[config.mk]
export PLATFORM = sky130hd
export DESIGN_NAME = can_fault_confinement_and_masks
export DESIGN_NICKNAME = d
export VERILOG_FILES = /design/src/can_fault_pkg.sv /design/src/can_fault_confinement_and_masks.sv
export SDC_FILE = /design/constraint.sdc
export NUM_CORES = 1
export LEC_CHECK = 0
export BUFFER_PORTS_ARGS = -buffer_cell sky130_fd_sc_hd__buf_2
export CAP_MARGIN = 20
export CORE_MARGIN = 10
export CORE_UTILIZATION = 34
export CTS_BUF_LIST = sky130_fd_sc_hd__clkbuf_16
export DETAILED_ROUTE_END_ITERATION = 16
export PLACE_DENSITY = 0.56
export SLEW_MARGIN = 10
export SYNTH_ARGS = -nofsm -noshare
export SYNTH_HDL_FRONTEND = slang
export SYNTH_SLANG_ARGS = --single-unit
[constraint.sdc]
create_clock -name clk -period 6.08 [get_ports clk]
set_input_delay 1.216 -clock clk [delete_from_list [all_inputs] [get_ports clk]]
set_output_delay 1.216 -clock clk [all_outputs]
set_load 0.05 [all_outputs]
[src/can_fault_pkg.sv]
// constants and carrier types for the fault confinement and mask block
package can_fault_pkg;
  localparam logic [7:0]  ADDR_CONFIG     = 8'h00;
  localparam logic [7:0]  ADDR_GMASK      = 8'h10;
  localparam logic [7:0]  ADDR_MASK14     = 8'h14;
  localparam logic [7:0]  ADDR_MASK15     = 8'h18;
  localparam logic [7:0]  ADDR_ECR        = 8'h1C;
  localparam logic [7:0]  ADDR_ESR        = 8'h20;
  localparam logic [7:0]  ADDR_IMASK2     = 8'h24;
  localparam logic [31:0] MASK_RESET      = 32'hFFFFFFFF;
  localparam logic [31:0] IMASK2_RESET    = 32'h00000000;
  localparam logic [31:0] ID_FIELD        = 32'h1FFFFFFF;
  // config bit positions
  localparam int CFG_INDIV  = 0;
  localparam int CFG_QUEUE  = 1;
  localparam int CFG_WARNING_ENABLE  = 2;
  localparam int CFG_FREEZE = 3;
  localparam int CFG_LISTEN = 4;
  localparam int CFG_TWMSK  = 5;
  localparam int CFG_RWMSK  = 6;
  localparam int CFG_BOMSK  = 7;
  localparam int CFG_ERMSK  = 8;
  localparam int CFG_WIDTH  = 9;
  localparam logic [CFG_WIDTH-1:0] CFG_RESET = 9'h000;
  // status register bit positions
  localparam int ESR_TWINT = 17;
  localparam int ESR_RWINT = 16;
  localparam int ESR_ERR_HI = 15;
  localparam int ESR_ERR_LO = 10;
  localparam int ESR_TX_WARNING_STATUS = 9;
  localparam int ESR_RX_WARNING_STATUS = 8;
  localparam int ESR_IDLE  = 7;
  localparam int ESR_DIR   = 6;
  localparam int ESR_FLT_HI = 5;
  localparam int ESR_FLT_LO = 4;
  localparam int ESR_BOINT = 2;
  localparam int ESR_ERINT = 1;
  localparam int ECR_TX_LO = 8;
  // fault state field encodings
  localparam logic [1:0] FLT_ACTIVE  = 2'h0;
  localparam logic [1:0] FLT_PASSIVE = 2'h1;
  localparam logic [1:0] FLT_BUSOFF  = 2'h2;
  // counter thresholds
  localparam logic [7:0] WARN_LEVEL    = 8'h60;
  localparam logic [8:0] TX_MAX        = 9'h0FF;
  localparam logic [7:0] TX_ERR_STEP   = 8'h08;
  localparam logic [7:0] RX_ERR_STEP   = 8'h08;
  localparam logic [7:0] RX_RESUME     = 8'h77;
  localparam logic [7:0] BOFF_RUNS     = 8'h80;
  localparam logic [3:0] BOFF_RUN_BITS = 4'hB;
  localparam logic [5:0] BUF_14        = 6'h0E;
  localparam logic [5:0] BUF_15        = 6'h0F;
  localparam logic [5:0] ELEM_6        = 6'h06;
  localparam logic [5:0] ELEM_7        = 6'h07;
  localparam logic [1:0] RESP_OKAY     = 2'h0;
  localparam logic [1:0] RESP_SLVERR   = 2'h2;

  typedef enum logic [1:0] {st_active, st_passive, st_busoff} fault_type;
  // order matches status bits 15..10
  typedef struct packed {
    logic recessive_bit;
    logic dominant_bit;
    logic ack;
    logic crc;
    logic form;
    logic stuff;
  } err_ev_type;
  typedef struct packed {
    logic tx_err;
    logic rx_err1;
    logic rx_err8;
    logic tx_ok;
    logic rx_ok;
  } cnt_ev_type;
  typedef struct packed {
    logic own_tx;
    logic in_arbitration;
    logic in_ack_slot;
    logic passive_flag;
  } bit_ctx_type;
endpackage

[src/can_fault_confinement_and_masks.sv]
// CAN fault confinement, error status and acceptance masks with AXI4-Lite registers
// Overview of operation
// - mask 0 ignores bit, 1 compares it
// - buffer-14 mask covers buffer 14, element 6
// - buffer-15 mask covers buffer 15, element 7
// - individual masking disables the three masks
// - two 8-bit counters, writable only frozen
// - counter writes pass holding register handshake
// - any counter at 128 gives error passive
// - both counters below 128 return active
// - transmit overflow past 255 gives bus off
// - bus off counts 128 runs of 11
// - passive node skips acknowledge error increments
// - receive count freezes above 127, resumes 119
// - error bits accumulate, status read clears
// - four flags clear by writing one
// - warning flags set on rise to 96
// - recessive-bit error excludes arbitration, ack, passive flag
// - dominant-bit error during own transmission
// - only transmitter flags ack errors; checksum, form, stuffing errors always flag
// - idle and direction status bits
// - fault field encoding, listen-only, soft reset
// - bus-off and error summary flags request interrupts
// - warning masks inert and zero without enable
`timescale 1ns/1ps
module can_fault_confinement_and_masks (
  input  wire logic                     clk,
  input  wire logic                     rst,
  input  wire logic [7:0]               s_axi_awaddr,
  input  wire logic                     s_axi_awvalid,
  output logic                          s_axi_awready,
  input  wire logic [31:0]              s_axi_wdata,
  input  wire logic [3:0]               s_axi_wstrb,
  input  wire logic                     s_axi_wvalid,
  output logic                          s_axi_wready,
  output logic [1:0]                    s_axi_bresp,
  output logic                          s_axi_bvalid,
  input  wire logic                     s_axi_bready,
  input  wire logic [7:0]               s_axi_araddr,
  input  wire logic                     s_axi_arvalid,
  output logic                          s_axi_arready,
  output logic [31:0]                   s_axi_rdata,
  output logic [1:0]                    s_axi_rresp,
  output logic                          s_axi_rvalid,
  input  wire logic                     s_axi_rready,
  input  wire logic                     bit_tick,
  input  wire logic                     rx_bit,
  input  wire logic                     bus_idle,
  input  wire logic                     transmitting,
  input  wire logic                     soft_rst,
  input  wire can_fault_pkg::err_ev_type err_ev,
  input  wire can_fault_pkg::cnt_ev_type cnt_ev,
  input  wire can_fault_pkg::bit_ctx_type bit_ctx,
  input  wire logic [5:0]               filt_index,
  input  wire logic                     filt_is_queue,
  input  wire logic [31:0]              filt_word,
  input  wire logic [31:0]              filt_rx_word,
  input  wire logic [31:0]              filt_indiv_mask,
  output logic                          filt_match_ff,
  output logic                          irq_tx_warning,
  output logic                          irq_rx_warning,
  output logic                          irq_bus_off,
  output logic                          irq_error
);
  logic [can_fault_pkg::CFG_WIDTH-1:0] cfg_ff;
  logic [31:0]                         gmask_ff;
  logic [31:0]                         mask14_ff;
  logic [31:0]                         mask15_ff;
  logic [31:0]                         imask2_ff;
  logic [7:0]                          tx_cnt_ff;
  logic [7:0]                          rx_cnt_ff;
  logic [7:0]                          nxt_tx_cnt;
  logic [7:0]                          nxt_rx_cnt;
  logic [3:0]                          rec_ff;
  logic [3:0]                          nxt_rec;
  logic [15:0]                         ecr_hold_ff;
  logic                                ecr_req_ff;
  can_fault_pkg::fault_type            state_ff;
  can_fault_pkg::fault_type            nxt_state;
  can_fault_pkg::err_ev_type           err_flags_ff;
  can_fault_pkg::err_ev_type           err_eff;
  logic                                tx_warn_flag_ff;
  logic                                rx_warn_flag_ff;
  logic                                busoff_flag_ff;
  logic                                err_sum_flag_ff;
  logic                                tx_warn_prev_ff;
  logic                                rx_warn_prev_ff;
  logic                                tx_warning_status;
  logic                                rx_warning_status;
  logic                                wr_fire;
  logic                                rd_fire;
  logic                                esr_read;
  logic                                ecr_load;
  logic [31:0]                         wmask;
  logic [31:0]                         esr_value;
  logic [31:0]                         rd_value;
  logic                                rd_hit;
  logic                                wr_hit;
  logic [1:0]                          flt_field;
  logic [8:0]                          tx_sum;
  logic [7:0]                          tx_add;
  logic [7:0]                          rx_add;

  // byte strobes to a bit mask
  function automatic logic [31:0] strobe_mask(input logic [3:0] strb);
    logic [31:0] m;
    m = 32'h00000000;
    for (int i = 0; i < 4; i++) begin
      m[i*8 +: 8] = {8{strb[i]}};
    end
    return m;
  endfunction

  function automatic logic addr_mapped(input logic [7:0] a);
    return a == can_fault_pkg::ADDR_CONFIG || a == can_fault_pkg::ADDR_GMASK ||
           a == can_fault_pkg::ADDR_MASK14 || a == can_fault_pkg::ADDR_MASK15 ||
           a == can_fault_pkg::ADDR_ECR || a == can_fault_pkg::ADDR_ESR ||
           a == can_fault_pkg::ADDR_IMASK2;
  endfunction

  // bus handshakes: write address and data are taken together
  assign wr_fire       = s_axi_awvalid && s_axi_wvalid && !s_axi_bvalid;
  assign s_axi_awready = wr_fire;
  assign s_axi_wready  = wr_fire;
  assign s_axi_arready = !s_axi_rvalid;
  assign rd_fire       = s_axi_arvalid && !s_axi_rvalid;
  assign wmask         = strobe_mask(s_axi_wstrb);
  assign wr_hit        = addr_mapped(s_axi_awaddr);
  assign rd_hit        = addr_mapped(s_axi_araddr);
  assign esr_read      = rd_fire && s_axi_araddr == can_fault_pkg::ADDR_ESR;

  always_ff @(posedge clk) begin
    if (rst) begin
      s_axi_bvalid <= 1'b0;
      s_axi_bresp  <= can_fault_pkg::RESP_OKAY;
    end else if (wr_fire) begin
      s_axi_bvalid <= 1'b1;
      s_axi_bresp  <= wr_hit ? can_fault_pkg::RESP_OKAY : can_fault_pkg::RESP_SLVERR;
    end else if (s_axi_bready) begin
      s_axi_bvalid <= 1'b0;
    end
  end

  always_ff @(posedge clk) begin
    if (rst) begin
      s_axi_rvalid <= 1'b0;
      s_axi_rdata  <= 32'h00000000;
      s_axi_rresp  <= can_fault_pkg::RESP_OKAY;
    end else if (rd_fire) begin
      s_axi_rvalid <= 1'b1;
      s_axi_rdata  <= rd_value;
      s_axi_rresp  <= rd_hit ? can_fault_pkg::RESP_OKAY : can_fault_pkg::RESP_SLVERR;
    end else if (s_axi_rready) begin
      s_axi_rvalid <= 1'b0;
    end
  end

  // configuration and mask registers
  always_ff @(posedge clk) begin
    if (rst) begin
      cfg_ff    <= can_fault_pkg::CFG_RESET;
      gmask_ff  <= can_fault_pkg::MASK_RESET;
      mask14_ff <= can_fault_pkg::MASK_RESET;
      mask15_ff <= can_fault_pkg::MASK_RESET;
      imask2_ff <= can_fault_pkg::IMASK2_RESET;
    end else if (wr_fire) begin
      unique case (s_axi_awaddr)
        can_fault_pkg::ADDR_CONFIG: begin
          cfg_ff <= (cfg_ff & ~wmask[can_fault_pkg::CFG_WIDTH-1:0]) |
                    (s_axi_wdata[can_fault_pkg::CFG_WIDTH-1:0] &
                     wmask[can_fault_pkg::CFG_WIDTH-1:0]);
        end
        can_fault_pkg::ADDR_GMASK:  gmask_ff  <= (gmask_ff & ~wmask) | (s_axi_wdata & wmask);
        can_fault_pkg::ADDR_MASK14: mask14_ff <= (mask14_ff & ~wmask) | (s_axi_wdata & wmask);
        can_fault_pkg::ADDR_MASK15: mask15_ff <= (mask15_ff & ~wmask) | (s_axi_wdata & wmask);
        can_fault_pkg::ADDR_IMASK2: imask2_ff <= (imask2_ff & ~wmask) | (s_axi_wdata & wmask);
        default: ;
      endcase
    end
  end

  // acceptance filter compare, answer one cycle later
  function automatic logic [31:0] pick_mask(input logic [5:0] idx, input logic is_queue,
                                            input logic queue_on, input logic [31:0] g,
                                            input logic [31:0] m14, input logic [31:0] m15);
    logic [31:0] m;
    m = g;
    if (is_queue && queue_on) begin
      if (idx == can_fault_pkg::ELEM_6) m = m14;
      if (idx == can_fault_pkg::ELEM_7) m = m15;
    end else begin
      if (idx == can_fault_pkg::BUF_14) m = m14;
      if (idx == can_fault_pkg::BUF_15) m = m15;
      // buffers mask identifier bits only
      m = m & can_fault_pkg::ID_FIELD;
    end
    return m;
  endfunction

  always_ff @(posedge clk) begin
    if (rst) begin
      filt_match_ff <= 1'b0;
    end else begin
      // zero bits ignored, individual masks replace ours
      filt_match_ff <= ~|((filt_word ^ filt_rx_word) &
                          (cfg_ff[can_fault_pkg::CFG_INDIV] ? filt_indiv_mask :
                           pick_mask(filt_index, filt_is_queue, cfg_ff[can_fault_pkg::CFG_QUEUE],
                                     gmask_ff, mask14_ff, mask15_ff)));
    end
  end

  // qualified error events
  always_comb begin
    err_eff = err_ev;
    err_eff.recessive_bit = err_ev.recessive_bit && !(bit_ctx.own_tx &&
                            (bit_ctx.in_arbitration || bit_ctx.in_ack_slot ||
                             bit_ctx.passive_flag));
    err_eff.dominant_bit = err_ev.dominant_bit && bit_ctx.own_tx;
    err_eff.ack          = err_ev.ack && bit_ctx.own_tx;
  end

  // counter writes are accepted only in freeze mode
  always_ff @(posedge clk) begin
    if (rst) begin
      ecr_hold_ff <= 16'h0000;
      ecr_req_ff  <= 1'b0;
    end else if (wr_fire && s_axi_awaddr == can_fault_pkg::ADDR_ECR &&
                 cfg_ff[can_fault_pkg::CFG_FREEZE]) begin
      // park the value, raise the request
      ecr_hold_ff <= (ecr_hold_ff & ~wmask[15:0]) | (s_axi_wdata[15:0] & wmask[15:0]);
      ecr_req_ff  <= 1'b1;
    end else if (ecr_load) begin
      ecr_req_ff <= 1'b0;
    end
  end

  // bit side acknowledges on its next bit time
  assign ecr_load = ecr_req_ff && bit_tick;

  always_comb begin
    nxt_tx_cnt = tx_cnt_ff;
    nxt_rx_cnt = rx_cnt_ff;
    nxt_rec    = rec_ff;
    nxt_state  = state_ff;
    tx_add = (cnt_ev.tx_err || (err_eff.ack && state_ff != can_fault_pkg::st_passive)) ?
             can_fault_pkg::TX_ERR_STEP : 8'h00;
    rx_add = cnt_ev.rx_err8 ? can_fault_pkg::RX_ERR_STEP : {7'h00, cnt_ev.rx_err1};
    tx_sum = {1'b0, tx_cnt_ff} + {1'b0, tx_add};
    if (ecr_load) begin
      nxt_tx_cnt = ecr_hold_ff[15:8];
      nxt_rx_cnt = ecr_hold_ff[7:0];
    end else if (state_ff == can_fault_pkg::st_busoff) begin
      if (bit_tick) begin
        if (!rx_bit) begin
          nxt_rec = 4'h0;
        end else if (rec_ff == can_fault_pkg::BOFF_RUN_BITS - 4'h1) begin
          nxt_rec    = 4'h0;
          nxt_tx_cnt = tx_cnt_ff + 8'h01;
          if (nxt_tx_cnt == can_fault_pkg::BOFF_RUNS) begin
            nxt_state  = can_fault_pkg::st_active;
            nxt_tx_cnt = 8'h00;
            nxt_rx_cnt = 8'h00;
          end
        end else begin
          nxt_rec = rec_ff + 4'h1;
        end
      end
    end else begin
      if (tx_sum > can_fault_pkg::TX_MAX) begin
        // overflow enters bus off and clears the count
        nxt_state  = can_fault_pkg::st_busoff;
        nxt_tx_cnt = 8'h00;
        nxt_rec    = 4'h0;
      end else if (cnt_ev.tx_ok && tx_add == 8'h00 && tx_cnt_ff != 8'h00) begin
        nxt_tx_cnt = tx_cnt_ff - 8'h01;
      end else begin
        nxt_tx_cnt = tx_sum[7:0];
      end
      // stall above 127, resume value on good reception
      if (cnt_ev.rx_ok) begin
        if (rx_cnt_ff[7]) begin
          nxt_rx_cnt = can_fault_pkg::RX_RESUME;
        end else if (rx_cnt_ff != 8'h00) begin
          nxt_rx_cnt = rx_cnt_ff - 8'h01;
        end
      end else if (!rx_cnt_ff[7]) begin
        nxt_rx_cnt = rx_cnt_ff + rx_add;
      end
      if (nxt_state != can_fault_pkg::st_busoff) begin
        // passive at 128 or more, active when both below
        nxt_state = (nxt_tx_cnt[7] || nxt_rx_cnt[7]) ? can_fault_pkg::st_passive :
                                                       can_fault_pkg::st_active;
      end
    end
  end

  always_ff @(posedge clk) begin
    if (rst) begin
      tx_cnt_ff <= 8'h00;
      rx_cnt_ff <= 8'h00;
      rec_ff    <= 4'h0;
      state_ff  <= can_fault_pkg::st_active;
    end else if (soft_rst) begin
      tx_cnt_ff <= 8'h00;
      rx_cnt_ff <= 8'h00;
      rec_ff    <= 4'h0;
      if (!cfg_ff[can_fault_pkg::CFG_LISTEN]) begin
        state_ff <= can_fault_pkg::st_active;
      end
    end else begin
      tx_cnt_ff <= nxt_tx_cnt;
      rx_cnt_ff <= nxt_rx_cnt;
      rec_ff    <= nxt_rec;
      state_ff  <= nxt_state;
    end
  end

  // error bits and summary flags
  always_ff @(posedge clk) begin
    if (rst) begin
      err_flags_ff <= '0;
    end else begin
      // read clears, new events still land
      err_flags_ff <= (esr_read ? '0 : err_flags_ff) | err_eff;
    end
  end

  assign tx_warning_status = tx_cnt_ff >= can_fault_pkg::WARN_LEVEL;
  assign rx_warning_status = rx_cnt_ff >= can_fault_pkg::WARN_LEVEL;

  always_ff @(posedge clk) begin
    if (rst) begin
      tx_warn_prev_ff <= 1'b0;
      rx_warn_prev_ff <= 1'b0;
    end else begin
      tx_warn_prev_ff <= tx_warning_status;
      rx_warn_prev_ff <= rx_warning_status;
    end
  end

  function automatic logic w1c(input logic cur, input logic set, input logic clr);
    return set || (cur && !clr);
  endfunction

  always_ff @(posedge clk) begin
    if (rst) begin
      tx_warn_flag_ff <= 1'b0;
      rx_warn_flag_ff <= 1'b0;
      busoff_flag_ff  <= 1'b0;
      err_sum_flag_ff <= 1'b0;
    end else begin
      // rising warning sets, write one clears, set wins
      tx_warn_flag_ff <= w1c(tx_warn_flag_ff, cfg_ff[can_fault_pkg::CFG_WARNING_ENABLE] &&
                             tx_warning_status && !tx_warn_prev_ff,
                             wr_fire && s_axi_awaddr == can_fault_pkg::ADDR_ESR &&
                             wmask[can_fault_pkg::ESR_TWINT] &&
                             s_axi_wdata[can_fault_pkg::ESR_TWINT]);
      rx_warn_flag_ff <= w1c(rx_warn_flag_ff, cfg_ff[can_fault_pkg::CFG_WARNING_ENABLE] &&
                             rx_warning_status && !rx_warn_prev_ff,
                             wr_fire && s_axi_awaddr == can_fault_pkg::ADDR_ESR &&
                             wmask[can_fault_pkg::ESR_RWINT] &&
                             s_axi_wdata[can_fault_pkg::ESR_RWINT]);
      // bus-off entry and any error set the flags
      busoff_flag_ff  <= w1c(busoff_flag_ff, state_ff != can_fault_pkg::st_busoff &&
                             nxt_state == can_fault_pkg::st_busoff && !soft_rst,
                             wr_fire && s_axi_awaddr == can_fault_pkg::ADDR_ESR &&
                             wmask[can_fault_pkg::ESR_BOINT] &&
                             s_axi_wdata[can_fault_pkg::ESR_BOINT]);
      err_sum_flag_ff <= w1c(err_sum_flag_ff, |err_eff,
                             wr_fire && s_axi_awaddr == can_fault_pkg::ADDR_ESR &&
                             wmask[can_fault_pkg::ESR_ERINT] &&
                             s_axi_wdata[can_fault_pkg::ESR_ERINT]);
    end
  end

  // warning masks gated by the enable
  assign irq_tx_warning = tx_warn_flag_ff && cfg_ff[can_fault_pkg::CFG_TWMSK] &&
                          cfg_ff[can_fault_pkg::CFG_WARNING_ENABLE];
  assign irq_rx_warning = rx_warn_flag_ff && cfg_ff[can_fault_pkg::CFG_RWMSK] &&
                          cfg_ff[can_fault_pkg::CFG_WARNING_ENABLE];
  assign irq_bus_off    = busoff_flag_ff && cfg_ff[can_fault_pkg::CFG_BOMSK];
  assign irq_error      = err_sum_flag_ff && cfg_ff[can_fault_pkg::CFG_ERMSK];

  always_comb begin
    unique case (state_ff)
      can_fault_pkg::st_active:  flt_field = can_fault_pkg::FLT_ACTIVE;
      can_fault_pkg::st_passive: flt_field = can_fault_pkg::FLT_PASSIVE;
      default:                   flt_field = can_fault_pkg::FLT_BUSOFF;
    endcase
    if (cfg_ff[can_fault_pkg::CFG_LISTEN] && state_ff != can_fault_pkg::st_busoff) begin
      flt_field = can_fault_pkg::FLT_PASSIVE;
    end
    esr_value = 32'h00000000;
    esr_value[can_fault_pkg::ESR_TWINT] = tx_warn_flag_ff;
    esr_value[can_fault_pkg::ESR_RWINT] = rx_warn_flag_ff;
    esr_value[can_fault_pkg::ESR_ERR_HI:can_fault_pkg::ESR_ERR_LO] = err_flags_ff;
    esr_value[can_fault_pkg::ESR_TX_WARNING_STATUS] = tx_warning_status;
    esr_value[can_fault_pkg::ESR_RX_WARNING_STATUS] = rx_warning_status;
    esr_value[can_fault_pkg::ESR_IDLE] = bus_idle;
    esr_value[can_fault_pkg::ESR_DIR]  = transmitting && !bus_idle;
    esr_value[can_fault_pkg::ESR_FLT_HI:can_fault_pkg::ESR_FLT_LO] = flt_field;
    esr_value[can_fault_pkg::ESR_BOINT] = busoff_flag_ff;
    esr_value[can_fault_pkg::ESR_ERINT] = err_sum_flag_ff;
  end

  always_comb begin
    rd_value = 32'h00000000;
    unique case (s_axi_araddr)
      can_fault_pkg::ADDR_CONFIG: begin
        rd_value[can_fault_pkg::CFG_WIDTH-1:0] = cfg_ff;
        // warning masks read zero without the enable
        if (!cfg_ff[can_fault_pkg::CFG_WARNING_ENABLE]) begin
          rd_value[can_fault_pkg::CFG_TWMSK] = 1'b0;
          rd_value[can_fault_pkg::CFG_RWMSK] = 1'b0;
        end
      end
      can_fault_pkg::ADDR_GMASK:  rd_value = gmask_ff;
      can_fault_pkg::ADDR_MASK14: rd_value = mask14_ff;
      can_fault_pkg::ADDR_MASK15: rd_value = mask15_ff;
      can_fault_pkg::ADDR_IMASK2: rd_value = imask2_ff;
      can_fault_pkg::ADDR_ECR:    rd_value = {16'h0000, tx_cnt_ff, rx_cnt_ff};
      can_fault_pkg::ADDR_ESR:    rd_value = esr_value;
      default: ;
    endcase
  end
endmodule

==> impl_results.html, run 1 <==
<table>
<tr><th>Metric</th><th>Value</th></tr>
<tr><th colspan="2">Cells and area</th></tr>
<tr><td>Final core occ</td><td>40.9%</td></tr>
<tr><td>Area Overhead vs Synth</td><td>18.4%</td></tr>
<tr><td>Design area</td><td>14200 um2</td></tr>
<tr><td>Number of cells in the finished layout apart from fillers</td><td>2088</td></tr>
<tr><td>Nets</td><td>1806</td></tr>
<tr><td>Fraction of final layout cells sized beyond drive strength 1</td><td>20.3%</td></tr>
<tr><th colspan="2">STA</th></tr>
<tr><td>Max-slew violation count</td><td>0</td></tr>
<tr><td>Count of endpoints failing hold in the final timing report</td><td>0</td></tr>
<tr><td>Actual transition at the worst max-transition pin</td><td>1.08 ns</td></tr>
<tr><td>Rel. slew slack</td><td>27.4%</td></tr>
<tr><td>Setup TNS after final layout</td><td>0 ns</td></tr>
<tr><td>Final critical-path required period</td><td>3.55 ns</td></tr>
<tr><td>Clock tree skew after final layout</td><td>0.0178 ns</td></tr>
<tr><td>Final period utilization</td><td>58.4%</td></tr>
<tr><td>Fmax</td><td>0.282 GHz</td></tr>
<tr><td>Number of failing setup endpoints in the final timing report</td><td>0</td></tr>
<tr><td>Setup repair after global routing missed its margin</td><td>false</td></tr>
<tr><th colspan="2">GRT</th></tr>
<tr><td>Number of antenna violations at the first check in global routing</td><td>2</td></tr>
<tr><td>Global-route wire length before repair</td><td>70800 um</td></tr>
<tr><td>Vias in the first global route</td><td>12000</td></tr>
<tr><td>Total GRT Usage</td><td>20.4%</td></tr>
<tr><td>Maximum number of pins on one net before global-route repair</td><td>85</td></tr>
<tr><td>Grt ovf</td><td>0</td></tr>
<tr><th colspan="2">Power and ir drop</th></tr>
<tr><td>Leakage</td><td>6.11 nW</td></tr>
<tr><td>Reported net switching power</td><td>0.000890 W</td></tr>
<tr><td>Power density normalized to cell area</td><td>237 nW/um2</td></tr>
<tr><td>Combinational share of power</td><td>11.3%</td></tr>
<tr><td>Fraction of power spent switching nets</td><td>26.5%</td></tr>
<tr><td>Max rail drop VDD</td><td>0.182 mV</td></tr>
<tr><td>Portion of total power attributed to the clock network</td><td>43.7%</td></tr>
<tr><td>Part of the power in registers</td><td>45.0%</td></tr>
<tr><td>Power Total</td><td>0.00336 W</td></tr>
<tr><td>Design internal power</td><td>0.00247 W</td></tr>
<tr><th colspan="2">Clock network</th></tr>
<tr><td>Number of hold buffers added after CTS</td><td>0</td></tr>
<tr><td>Clock-pin slew on the worst setup and hold paths</td><td>0.06 ns</td></tr>
<tr><td>Resize count post-CTS</td><td>0</td></tr>
<tr><td>Clk sink count</td><td>225</td></tr>
<tr><td>CTS max path bufs</td><td>3</td></tr>
<tr><td>Number of buffers added for setup after CTS</td><td>0</td></tr>
<tr><td>TritonCTS clock tree</td><td>yes</td></tr>
<tr><td>Root cell of the clock tree</td><td>sky130_fd_sc_hd__clkbuf_16</td></tr>
<tr><td>Clock buffer count from CTS</td><td>26</td></tr>
<tr><td>Clock latency on the worst-skew pair</td><td>0.54 ns</td></tr>
<tr><td>Number of levels the H-tree was split into</td><td>1</td></tr>
<tr><th colspan="2">Yosys</th></tr>
<tr><td>Synth async-reset ratio</td><td>0%</td></tr>
<tr><td>Synthesis-stage register bit count</td><td>225</td></tr>
<tr><td>Yosys warnings</td><td>0</td></tr>
<tr><td>Synthesized area divided by synthesized cell count</td><td>8.30 um2</td></tr>
<tr><td>Sequential-to-total area share from yosys stat</td><td>37.7%</td></tr>
<tr><td>Synth Flop Type</td><td>sky130_fd_sc_hd__dfxtp_1</td></tr>
<tr><td>Post-synth EDFFs</td><td>0</td></tr>
<tr><td>Post-Syn Instances</td><td>1439</td></tr>
<tr><td>Distinct cell type count after synthesis</td><td>78</td></tr>
<tr><td>Post-synthesis instance area</td><td>11900 um2</td></tr>
<tr><th colspan="2">Worst setup path</th></tr>
<tr><td>CP peak stage delay</td><td>0.75 ns</td></tr>
<tr><td>Origin of the worst setup path</td><td>filt_index[0]</td></tr>
<tr><td>Path depth of the worst reg2reg path</td><td>7</td></tr>
<tr><td>Reg2reg end</td><td>filt_match_ff$_SDFF_PP0_</td></tr>
<tr><td>Critical-path maximum fanout</td><td>33</td></tr>
<tr><td>Max stage delay cell, worst path</td><td>sky130_fd_sc_hd__buf_2</td></tr>
<tr><td>Arrival time of data at the critical path endpoint</td><td>4.00 ns</td></tr>
<tr><td>Reg-to-reg slack, setup</td><td>2.91 ns</td></tr>
<tr><td>Worst setup path endpoint</td><td>filt_match_ff$_SDFF_PP0_</td></tr>
<tr><td>Worst-path cell chain</td><td>buf_2 &gt; mux2_2 &gt; mux2i_1 &gt; a221oi_1 &gt; or4_1 &gt; or4_4 &gt; nor4b_4</td></tr>
<tr><td>Crit. End Element</td><td>register</td></tr>
<tr><td>Startpoint-to-endpoint class of the critical path</td><td>in2reg</td></tr>
<tr><td>Required time reported for the critical path endpoint</td><td>6.54 ns</td></tr>
<tr><td>Startpoint types</td><td>input port</td></tr>
<tr><th colspan="2">Place</th></tr>
<tr><td>Post-place instance area</td><td>13400 um2</td></tr>
<tr><td>Routability Congestion</td><td>0.867</td></tr>
<tr><td>HPWL Detailed</td><td>34300 um</td></tr>
<tr><td>Placed Cells</td><td>2040</td></tr>
<tr><td>Number of port buffers</td><td>225</td></tr>
<tr><th colspan="2">Worst hold path</th></tr>
<tr><td>Type of the tightest min-delay check</td><td>reg2reg</td></tr>
<tr><th colspan="2">Drt</th></tr>
<tr><td>DRC marker count from the first detailed-route iteration</td><td>1331</td></tr>
<tr><td>Vias</td><td>11800</td></tr>
<tr><td>Detailed-route wire length</td><td>46300 um</td></tr>
<tr><td>Detailed-route wire length per cell</td><td>22.2 um</td></tr>
<tr><td>Antenna-violating nets left</td><td>0</td></tr>
<tr><td>Number of remaining DRC errors</td><td>0</td></tr>
<tr><td>First-pass DRT Iterations</td><td>6</td></tr>
<tr><td>Post-DR vias/cell</td><td>5.64</td></tr>
<tr><th colspan="2">Floorplanning</th></tr>
<tr><td>Vert. Die Dim</td><td>207 um</td></tr>
<tr><td>Placement Rows</td><td>68</td></tr>
<tr><td>IO Pins</td><td>228</td></tr>
<tr><td>Effective utilization at floorplan</td><td>34.5%</td></tr>
<tr><td>Die Span X</td><td>207 um</td></tr>
<tr><td>Die Outline Area</td><td>43000 um2</td></tr>
<tr><td>Core Region</td><td>34600 um2</td></tr>
<tr><th colspan="2">Status</th></tr>
<tr><td>Run status</td><td>finished, final reports clean</td></tr>
<tr><th colspan="2">Flow run</th></tr>
<tr><td>Max Cap Violations</td><td>0</td></tr>
</table>
cell usage after synthesis, types with 7 or more instances:
| library cell | number | area share [%] |
|---|---|---|
| sky130_fd_sc_hd__a211o_1 | 33 | 2.4 |
| sky130_fd_sc_hd__a211oi_1 | 18 | 1.1 |
| sky130_fd_sc_hd__a21o_1 | 16 | 1.0 |
| sky130_fd_sc_hd__a21oi_1 | 79 | 3.3 |
| sky130_fd_sc_hd__a221oi_1 | 14 | 1.0 |
| sky130_fd_sc_hd__a222oi_1 | 24 | 2.0 |
| sky130_fd_sc_hd__a22oi_1 | 42 | 2.6 |
| sky130_fd_sc_hd__and2_1 | 14 | 0.73 |
| sky130_fd_sc_hd__and3_1 | 39 | 2.0 |
| sky130_fd_sc_hd__buf_2 | 23 | 0.96 |
| sky130_fd_sc_hd__clkbuf_1 | 59 | 1.9 |
| sky130_fd_sc_hd__dfxtp_1 | 225 | 38 |
| sky130_fd_sc_hd__ha_1 | 11 | 1.2 |
| sky130_fd_sc_hd__inv_1 | 18 | 0.57 |
| sky130_fd_sc_hd__mux2_2 | 30 | 2.8 |
| sky130_fd_sc_hd__mux2i_1 | 64 | 5.4 |
| sky130_fd_sc_hd__nand2_1 | 280 | 8.8 |
| sky130_fd_sc_hd__nand2b_1 | 9 | 0.47 |
| sky130_fd_sc_hd__nand3_1 | 23 | 0.96 |
| sky130_fd_sc_hd__nand3b_1 | 70 | 4.4 |
| sky130_fd_sc_hd__nor2_1 | 115 | 3.6 |
| sky130_fd_sc_hd__nor2b_1 | 8 | 0.42 |
| sky130_fd_sc_hd__nor3_1 | 17 | 0.71 |
| sky130_fd_sc_hd__o211ai_1 | 7 | 0.44 |
| sky130_fd_sc_hd__o21ai_0 | 31 | 1.3 |
| sky130_fd_sc_hd__or3_1 | 8 | 0.42 |
| sky130_fd_sc_hd__xnor2_1 | 9 | 0.66 |
| sky130_fd_sc_hd__xor2_1 | 33 | 2.4 |
placed cells by master (no fill, tap or decap), types with 11 or more instances in the layout:
master / netlist / layout
sky130_fd_sc_hd__a221oi_1: 14 / 14
sky130_fd_sc_hd__a211o_1: 33 / 33
sky130_fd_sc_hd__inv_1: 18 / 22
sky130_fd_sc_hd__a22oi_1: 42 / 42
sky130_fd_sc_hd__buf_2: 23 / 224
sky130_fd_sc_hd__mux2i_1: 64 / 64
sky130_fd_sc_hd__ha_1: 11 / 11
sky130_fd_sc_hd__a21oi_1: 79 / 79
sky130_fd_sc_hd__nand3b_1: 70 / 70
sky130_fd_sc_hd__a222oi_1: 24 / 24
sky130_fd_sc_hd__nor3_1: 17 / 16
sky130_fd_sc_hd__clkbuf_16: 0 / 27
sky130_fd_sc_hd__xor2_1: 33 / 33
sky130_fd_sc_hd__and3_1: 39 / 39
sky130_fd_sc_hd__nor2_1: 115 / 115
sky130_fd_sc_hd__a21o_1: 16 / 16
sky130_fd_sc_hd__o21ai_0: 31 / 31
sky130_fd_sc_hd__mux2_2: 30 / 30
sky130_fd_sc_hd__and2_1: 14 / 14
sky130_fd_sc_hd__dfxtp_1: 225 / 225
sky130_fd_sc_hd__nand3_1: 23 / 23
sky130_fd_sc_hd__nand2_1: 280 / 280
sky130_fd_sc_hd__a211oi_1: 18 / 18
sky130_fd_sc_hd__buf_4: 5 / 14
layout make-up:
type	count	area, um2
antenna	2	5.00
clock buffer	27	676
clock inverter	19	103
fill	3608	20500
inverter	19	71.3
multi-input combinational	1102	6990
sequential	225	4500
tap	455	569
timing repair buffer	239	1240
logic make-up (layout without fill, tap and decap cells):
| kind of cell | after synthesis | in the layout | share of synthesized area, % |
|---|---|---|---|
| simple gates | 623 | 623 | 25.8 |
| compound gates | 330 | 330 | 20.0 |
| flops | 225 | 225 | 37.7 |
| buf+inv | 113 | 304 | 4.07 |
| mux | 94 | 94 | 8.19 |
| xor+xnor | 42 | 42 | 3.08 |
| fa+ha+maj | 11 | 11 | 1.15 |
| other cells | 1 | 4 | 0.0314 |
worst min path at each step:
stage	startpoint	to	slack [ns]	cells after the start
floorplan	register	register	0.43	2
global placement	s_axi_rdata[28]$_SDFFE_PP0P_	s_axi_rdata[28]$_SDFFE_PP0P_	0.44	2
CTS	s_axi_rdata[28]$_SDFFE_PP0P_	s_axi_rdata[28]$_SDFFE_PP0P_	0.45	2
finish	s_axi_rdata[28]$_SDFFE_PP0P_	s_axi_rdata[28]$_SDFFE_PP0P_	0.45	2
global route	register	register	0.47	2
detailed placement	s_axi_rdata[28]$_SDFFE_PP0P_	s_axi_rdata[28]$_SDFFE_PP0P_	0.44	2
critical path, delay by kind of cell:
| kind | cells | cell delay, ns |
|---|---|---|
| AND/OR/NAND/NOR | 3 | 1.09 |
| multiplexers | 2 | 0.70 |
| buffers and inverters | 1 | 0.75 |
| AO/OA/AOI/OAI | 1 | 0.22 |
through the flow:
step	setup slack, ns	hold slack (ns)
after global routing	2.43	0.467
after floorplan	2.88	0.428
after detailed placement	2.01	0.444
after global placement	2.04	0.441
after CTS	2.59	0.452
final	2.53	0.454
power by group through the flow:
stage / clock [W] / sequential [W] / combinational [W]
floorplan: 0 / 0.00155 / 0.000206
global placement: 0 / 0.00154 / 0.000375
detailed placement: 0 / 0.00154 / 0.000378
CTS: 0.00149 / 0.00151 / 0.000379
global route: 0.00155 / 0.00151 / 0.000413
finish: 0.00147 / 0.00151 / 0.000381
layer usage:
metal | GRT usage (%) | wire (um) | vias up
li1 | - | - | 5534
met1 | 27.6 | 20700 | 5690
met2 | 32.1 | 20800 | 503
met3 | 3.94 | 3750 | 57
met4 | 6.02 | 1090 | 0
met5 | 0 | 0 | -
No activity file was read; power rests on OpenSTA's default activity.
==> inputs of run 2 (changes only) <==
==> constraint.sdc (replaced) <==
create_clock -name clk -period 3.5 [get_ports clk]
set_input_delay 0.7 -clock clk [delete_from_list [all_inputs] [get_ports clk]]
set_output_delay 0.7 -clock clk [all_outputs]
set_load 0.05 [all_outputs]
==> run 2 against run 1 <==
- first-iteration DRC count decreased by 2.9%
- sequential share of layout area is 0.52 points lower
- register-to-register slack got worse by 2.4 ns
- cell count increased by 1.2%
- utilization is 0.68 points higher
- routed wire length decreased by 0.14%
- total power is 78% higher
- highest routed layer unchanged
==> impl_results.html, run 2 (synthesis gave the netlist of run 1 again) <==
<table>
<tr><th>Metric</th><th>Value</th></tr>
<tr><th colspan="2">Status</th></tr>
<tr><td>Run status</td><td>finished, final reports clean</td></tr>
<tr><th colspan="2">Power and ir drop</th></tr>
<tr><td>Leakage</td><td>6.26 nW</td></tr>
<tr><td>Max rail drop VDD</td><td>0.338 mV</td></tr>
<tr><td>Power density normalized to cell area</td><td>415 nW/um2</td></tr>
<tr><th colspan="2">Worst setup path</th></tr>
<tr><td>Worst-path cell chain</td><td>nand2b_1 &gt; a31o_2 &gt; ha_1 &gt; nand2b_1 &gt; o22ai_1 &gt; a21oi_1 &gt; nor2_1 &gt; o21ai_0 &gt; or3_1 &gt; a21oi_1</td></tr>
<tr><td>Crit. End Element</td><td>register</td></tr>
<tr><td>Max stage delay cell, worst path</td><td>sky130_fd_sc_hd__nor2_1</td></tr>
<tr><td>Startpoint-to-endpoint class of the critical path</td><td>reg2reg</td></tr>
<tr><td>Arrival time of data at the critical path endpoint</td><td>3.42 ns</td></tr>
<tr><td>CP peak stage delay</td><td>0.44 ns</td></tr>
<tr><td>Startpoint types</td><td>register</td></tr>
<tr><td>Required time reported for the critical path endpoint</td><td>3.97 ns</td></tr>
<tr><td>Critical-path maximum fanout</td><td>7</td></tr>
<tr><th colspan="2">Place</th></tr>
<tr><td>Routability Congestion</td><td>0.903</td></tr>
<tr><td>Post-place instance area</td><td>13500 um2</td></tr>
<tr><td>Number of port buffers</td><td>225</td></tr>
<tr><td>HPWL Detailed</td><td>34800 um</td></tr>
<tr><th colspan="2">Worst hold path</th></tr>
<tr><td>Type of the tightest min-delay check</td><td>in2reg</td></tr>
<tr><th colspan="2">Cells and area</th></tr>
<tr><td>Top library cells by usage in the layout, fill and taps aside</td><td>sky130_fd_sc_hd__nand2_1, sky130_fd_sc_hd__dfxtp_1, sky130_fd_sc_hd__buf_2</td></tr>
<tr><td>Nets</td><td>1829</td></tr>
<tr><td>Design area</td><td>14400 um2</td></tr>
<tr><td>Fraction of final layout cells sized beyond drive strength 1</td><td>21.5%</td></tr>
<tr><td>Area Overhead vs Synth</td><td>20.4%</td></tr>
<tr><td>Fillers</td><td>3523</td></tr>
<tr><td>Most common library cell in the layout ignoring fill and taps</td><td>sky130_fd_sc_hd__nand2_1</td></tr>
<tr><th colspan="2">Drt</th></tr>
<tr><td>Detailed-route wire length</td><td>46300 um</td></tr>
<tr><td>Detailed-route wire length per cell</td><td>21.9 um</td></tr>
<tr><td>DRC marker count from the first detailed-route iteration</td><td>1292</td></tr>
<tr><td>Antenna-violating nets left</td><td>0</td></tr>
<tr><td>Vias</td><td>11900</td></tr>
<tr><td>Post-DR vias/cell</td><td>5.64</td></tr>
<tr><td>Wire length on met3</td><td>3650 um</td></tr>
<tr><td>Wire length on met1</td><td>20700 um</td></tr>
<tr><td>Met2 layer wire length in the routed design</td><td>20600 um</td></tr>
<tr><td>Highest metal layer with signal wires</td><td>met4</td></tr>
<tr><td>Number of remaining DRC errors</td><td>0</td></tr>
<tr><td>First-pass DRT Iterations</td><td>6</td></tr>
<tr><th colspan="2">Clock network</th></tr>
<tr><td>TritonCTS clock tree</td><td>yes</td></tr>
<tr><td>Clock buffer count from CTS</td><td>27</td></tr>
<tr><td>Clock latency on the worst-skew pair</td><td>0.56 ns</td></tr>
<tr><td>CTS max path bufs</td><td>3</td></tr>
<tr><td>Clk sink count</td><td>225</td></tr>
<tr><td>Number of hold buffers added after CTS</td><td>0</td></tr>
<tr><td>Number of levels the H-tree was split into</td><td>1</td></tr>
<tr><td>Resize count post-CTS</td><td>0</td></tr>
<tr><td>Root cell of the clock tree</td><td>sky130_fd_sc_hd__clkbuf_16</td></tr>
<tr><td>Number of buffers added for setup after CTS</td><td>0</td></tr>
<tr><td>Clock-pin slew on the worst setup and hold paths</td><td>0.06 ns</td></tr>
<tr><th colspan="2">Floorplanning</th></tr>
<tr><td>Die Span X</td><td>207 um</td></tr>
<tr><td>Effective utilization at floorplan</td><td>34.5%</td></tr>
<tr><td>Vert. Die Dim</td><td>207 um</td></tr>
<tr><td>Placement Rows</td><td>68</td></tr>
<tr><td>IO Pins</td><td>228</td></tr>
<tr><td>Core Region</td><td>34600 um2</td></tr>
<tr><td>Die Outline Area</td><td>43000 um2</td></tr>
<tr><th colspan="2">GRT</th></tr>
<tr><td>Grt ovf</td><td>0</td></tr>
<tr><td>Global-route wire length before repair</td><td>71100 um</td></tr>
<tr><td>Total GRT Usage</td><td>20.4%</td></tr>
<tr><td>Number of antenna violations at the first check in global routing</td><td>3</td></tr>
<tr><td>Vias in the first global route</td><td>11900</td></tr>
<tr><td>Maximum number of pins on one net before global-route repair</td><td>89</td></tr>
<tr><th colspan="2">STA</th></tr>
<tr><td>Fmax</td><td>0.340 GHz</td></tr>
<tr><td>Final period utilization</td><td>84.1%</td></tr>
<tr><td>Clock tree skew after final layout</td><td>0.0245 ns</td></tr>
<tr><td>Count of endpoints failing hold in the final timing report</td><td>0</td></tr>
<tr><td>Max-slew violation count</td><td>0</td></tr>
<tr><td>Number of failing setup endpoints in the final timing report</td><td>0</td></tr>
<tr><td>Final critical-path required period</td><td>2.94 ns</td></tr>
<tr><td>Setup repair after global routing missed its margin</td><td>false</td></tr>
<tr><td>Rel. slew slack</td><td>43.2%</td></tr>
<tr><td>Setup TNS after final layout</td><td>0 ns</td></tr>
<tr><td>Actual transition at the worst max-transition pin</td><td>0.851 ns</td></tr>
<tr><th colspan="2">Flow run</th></tr>
<tr><td>Max Cap Violations</td><td>0</td></tr>
</table>
==> run 2: cell count changes in the layout (fill, tap and decap cells not counted), moves of 2 or more <==
| cell | delta |
|---|---|
| sky130_fd_sc_hd__buf_4 | +20 |
| sky130_fd_sc_hd__buf_12 | +2 |
| sky130_fd_sc_hd__inv_1 | +3 |
| sky130_fd_sc_hd__clkinv_1 | -4 |
==> run 2: worst paths after layout <==
check / start / to / slack, ns / cells past startpoint
worst min register to register: s_axi_rdata[24]$_SDFFE_PP0P_ / s_axi_rdata[24]$_SDFFE_PP0P_ / 0.45 / 2
worst max-delay path: state_ff[1]$_SDFFE_PP0P_ / rec_ff[1]$_SDFFE_PP0P_ / 0.56 / 10
worst min-delay path: s_axi_rready / s_axi_rvalid$_SDFFE_PP0P_ / 0.33 / 2
worst max register to register: state_ff[1]$_SDFFE_PP0P_ / rec_ff[1]$_SDFFE_PP0P_ / 0.56 / 10
==> run 2: per-layer routing <==
metal / GRT usage [%] / vias to the layer above
li1: - / 5598
met1: 28.1 / 5698
met2: 31.9 / 541
met3: 3.29 / 75
met4: 6.55 / 0
met5: 0 / -
==> run 2: cell type report <==
cell class	count	area [um2]	share of cell area, %
clock inverters	21	160	1.11
flip-flops and latches	225	4500	31.3
inverters	19	71.3	0.496
repair buffers	261	1430	9.92
clock buffers	27	676	4.70
well taps	455	569	3.96
diodes	3	7.51	0.0522
multi-input cells	1102	6970	48.5
==> run 2: critical path, delay by kind of cell, from the launching register on <==
kind	cells	cell delay [ns]
AO/OA/AOI/OAI	5	1.04
adder cells (fa/ha/maj)	1	0.23
flip-flops	1	0.38
AND/OR/NAND/NOR	4	1.23
==> run 2: power by group <==
| group | switching, W | total [W] | leakage, nW | internal, W |
|---|---|---|---|---|
| Sequential | 0.0000358 | 0.00262 | 1.82 | 0.00259 |
| Combinational | 0.000411 | 0.000669 | 4.00 | 0.000258 |
| Clock | 0.00114 | 0.00268 | 0.434 | 0.00155 |
| Total | 0.00158 | 0.00598 | 6.26 | 0.00439 |
==> run 2: stage by stage <==
stage / utilization [%] / setup slack (ns) / power, W / cells / hold slack [ns]
5_1_grt: 41.5 / 0.360 / 0.00618 / 2113 / 0.327
6_report: 41.5 / 0.556 / 0.00598 / 2113 / 0.331
3_3_place_gp: 39.1 / 0.443 / 0.00334 / 2062 / 0.439
3_5_place_dp: 39.1 / 0.373 / 0.00334 / 2062 / 0.442
4_1_cts: 41.5 / 0.607 / 0.00601 / 2110 / 0.313
2_1_floorplan: - / 0.821 / 0.00305 / 1440 / 0.428
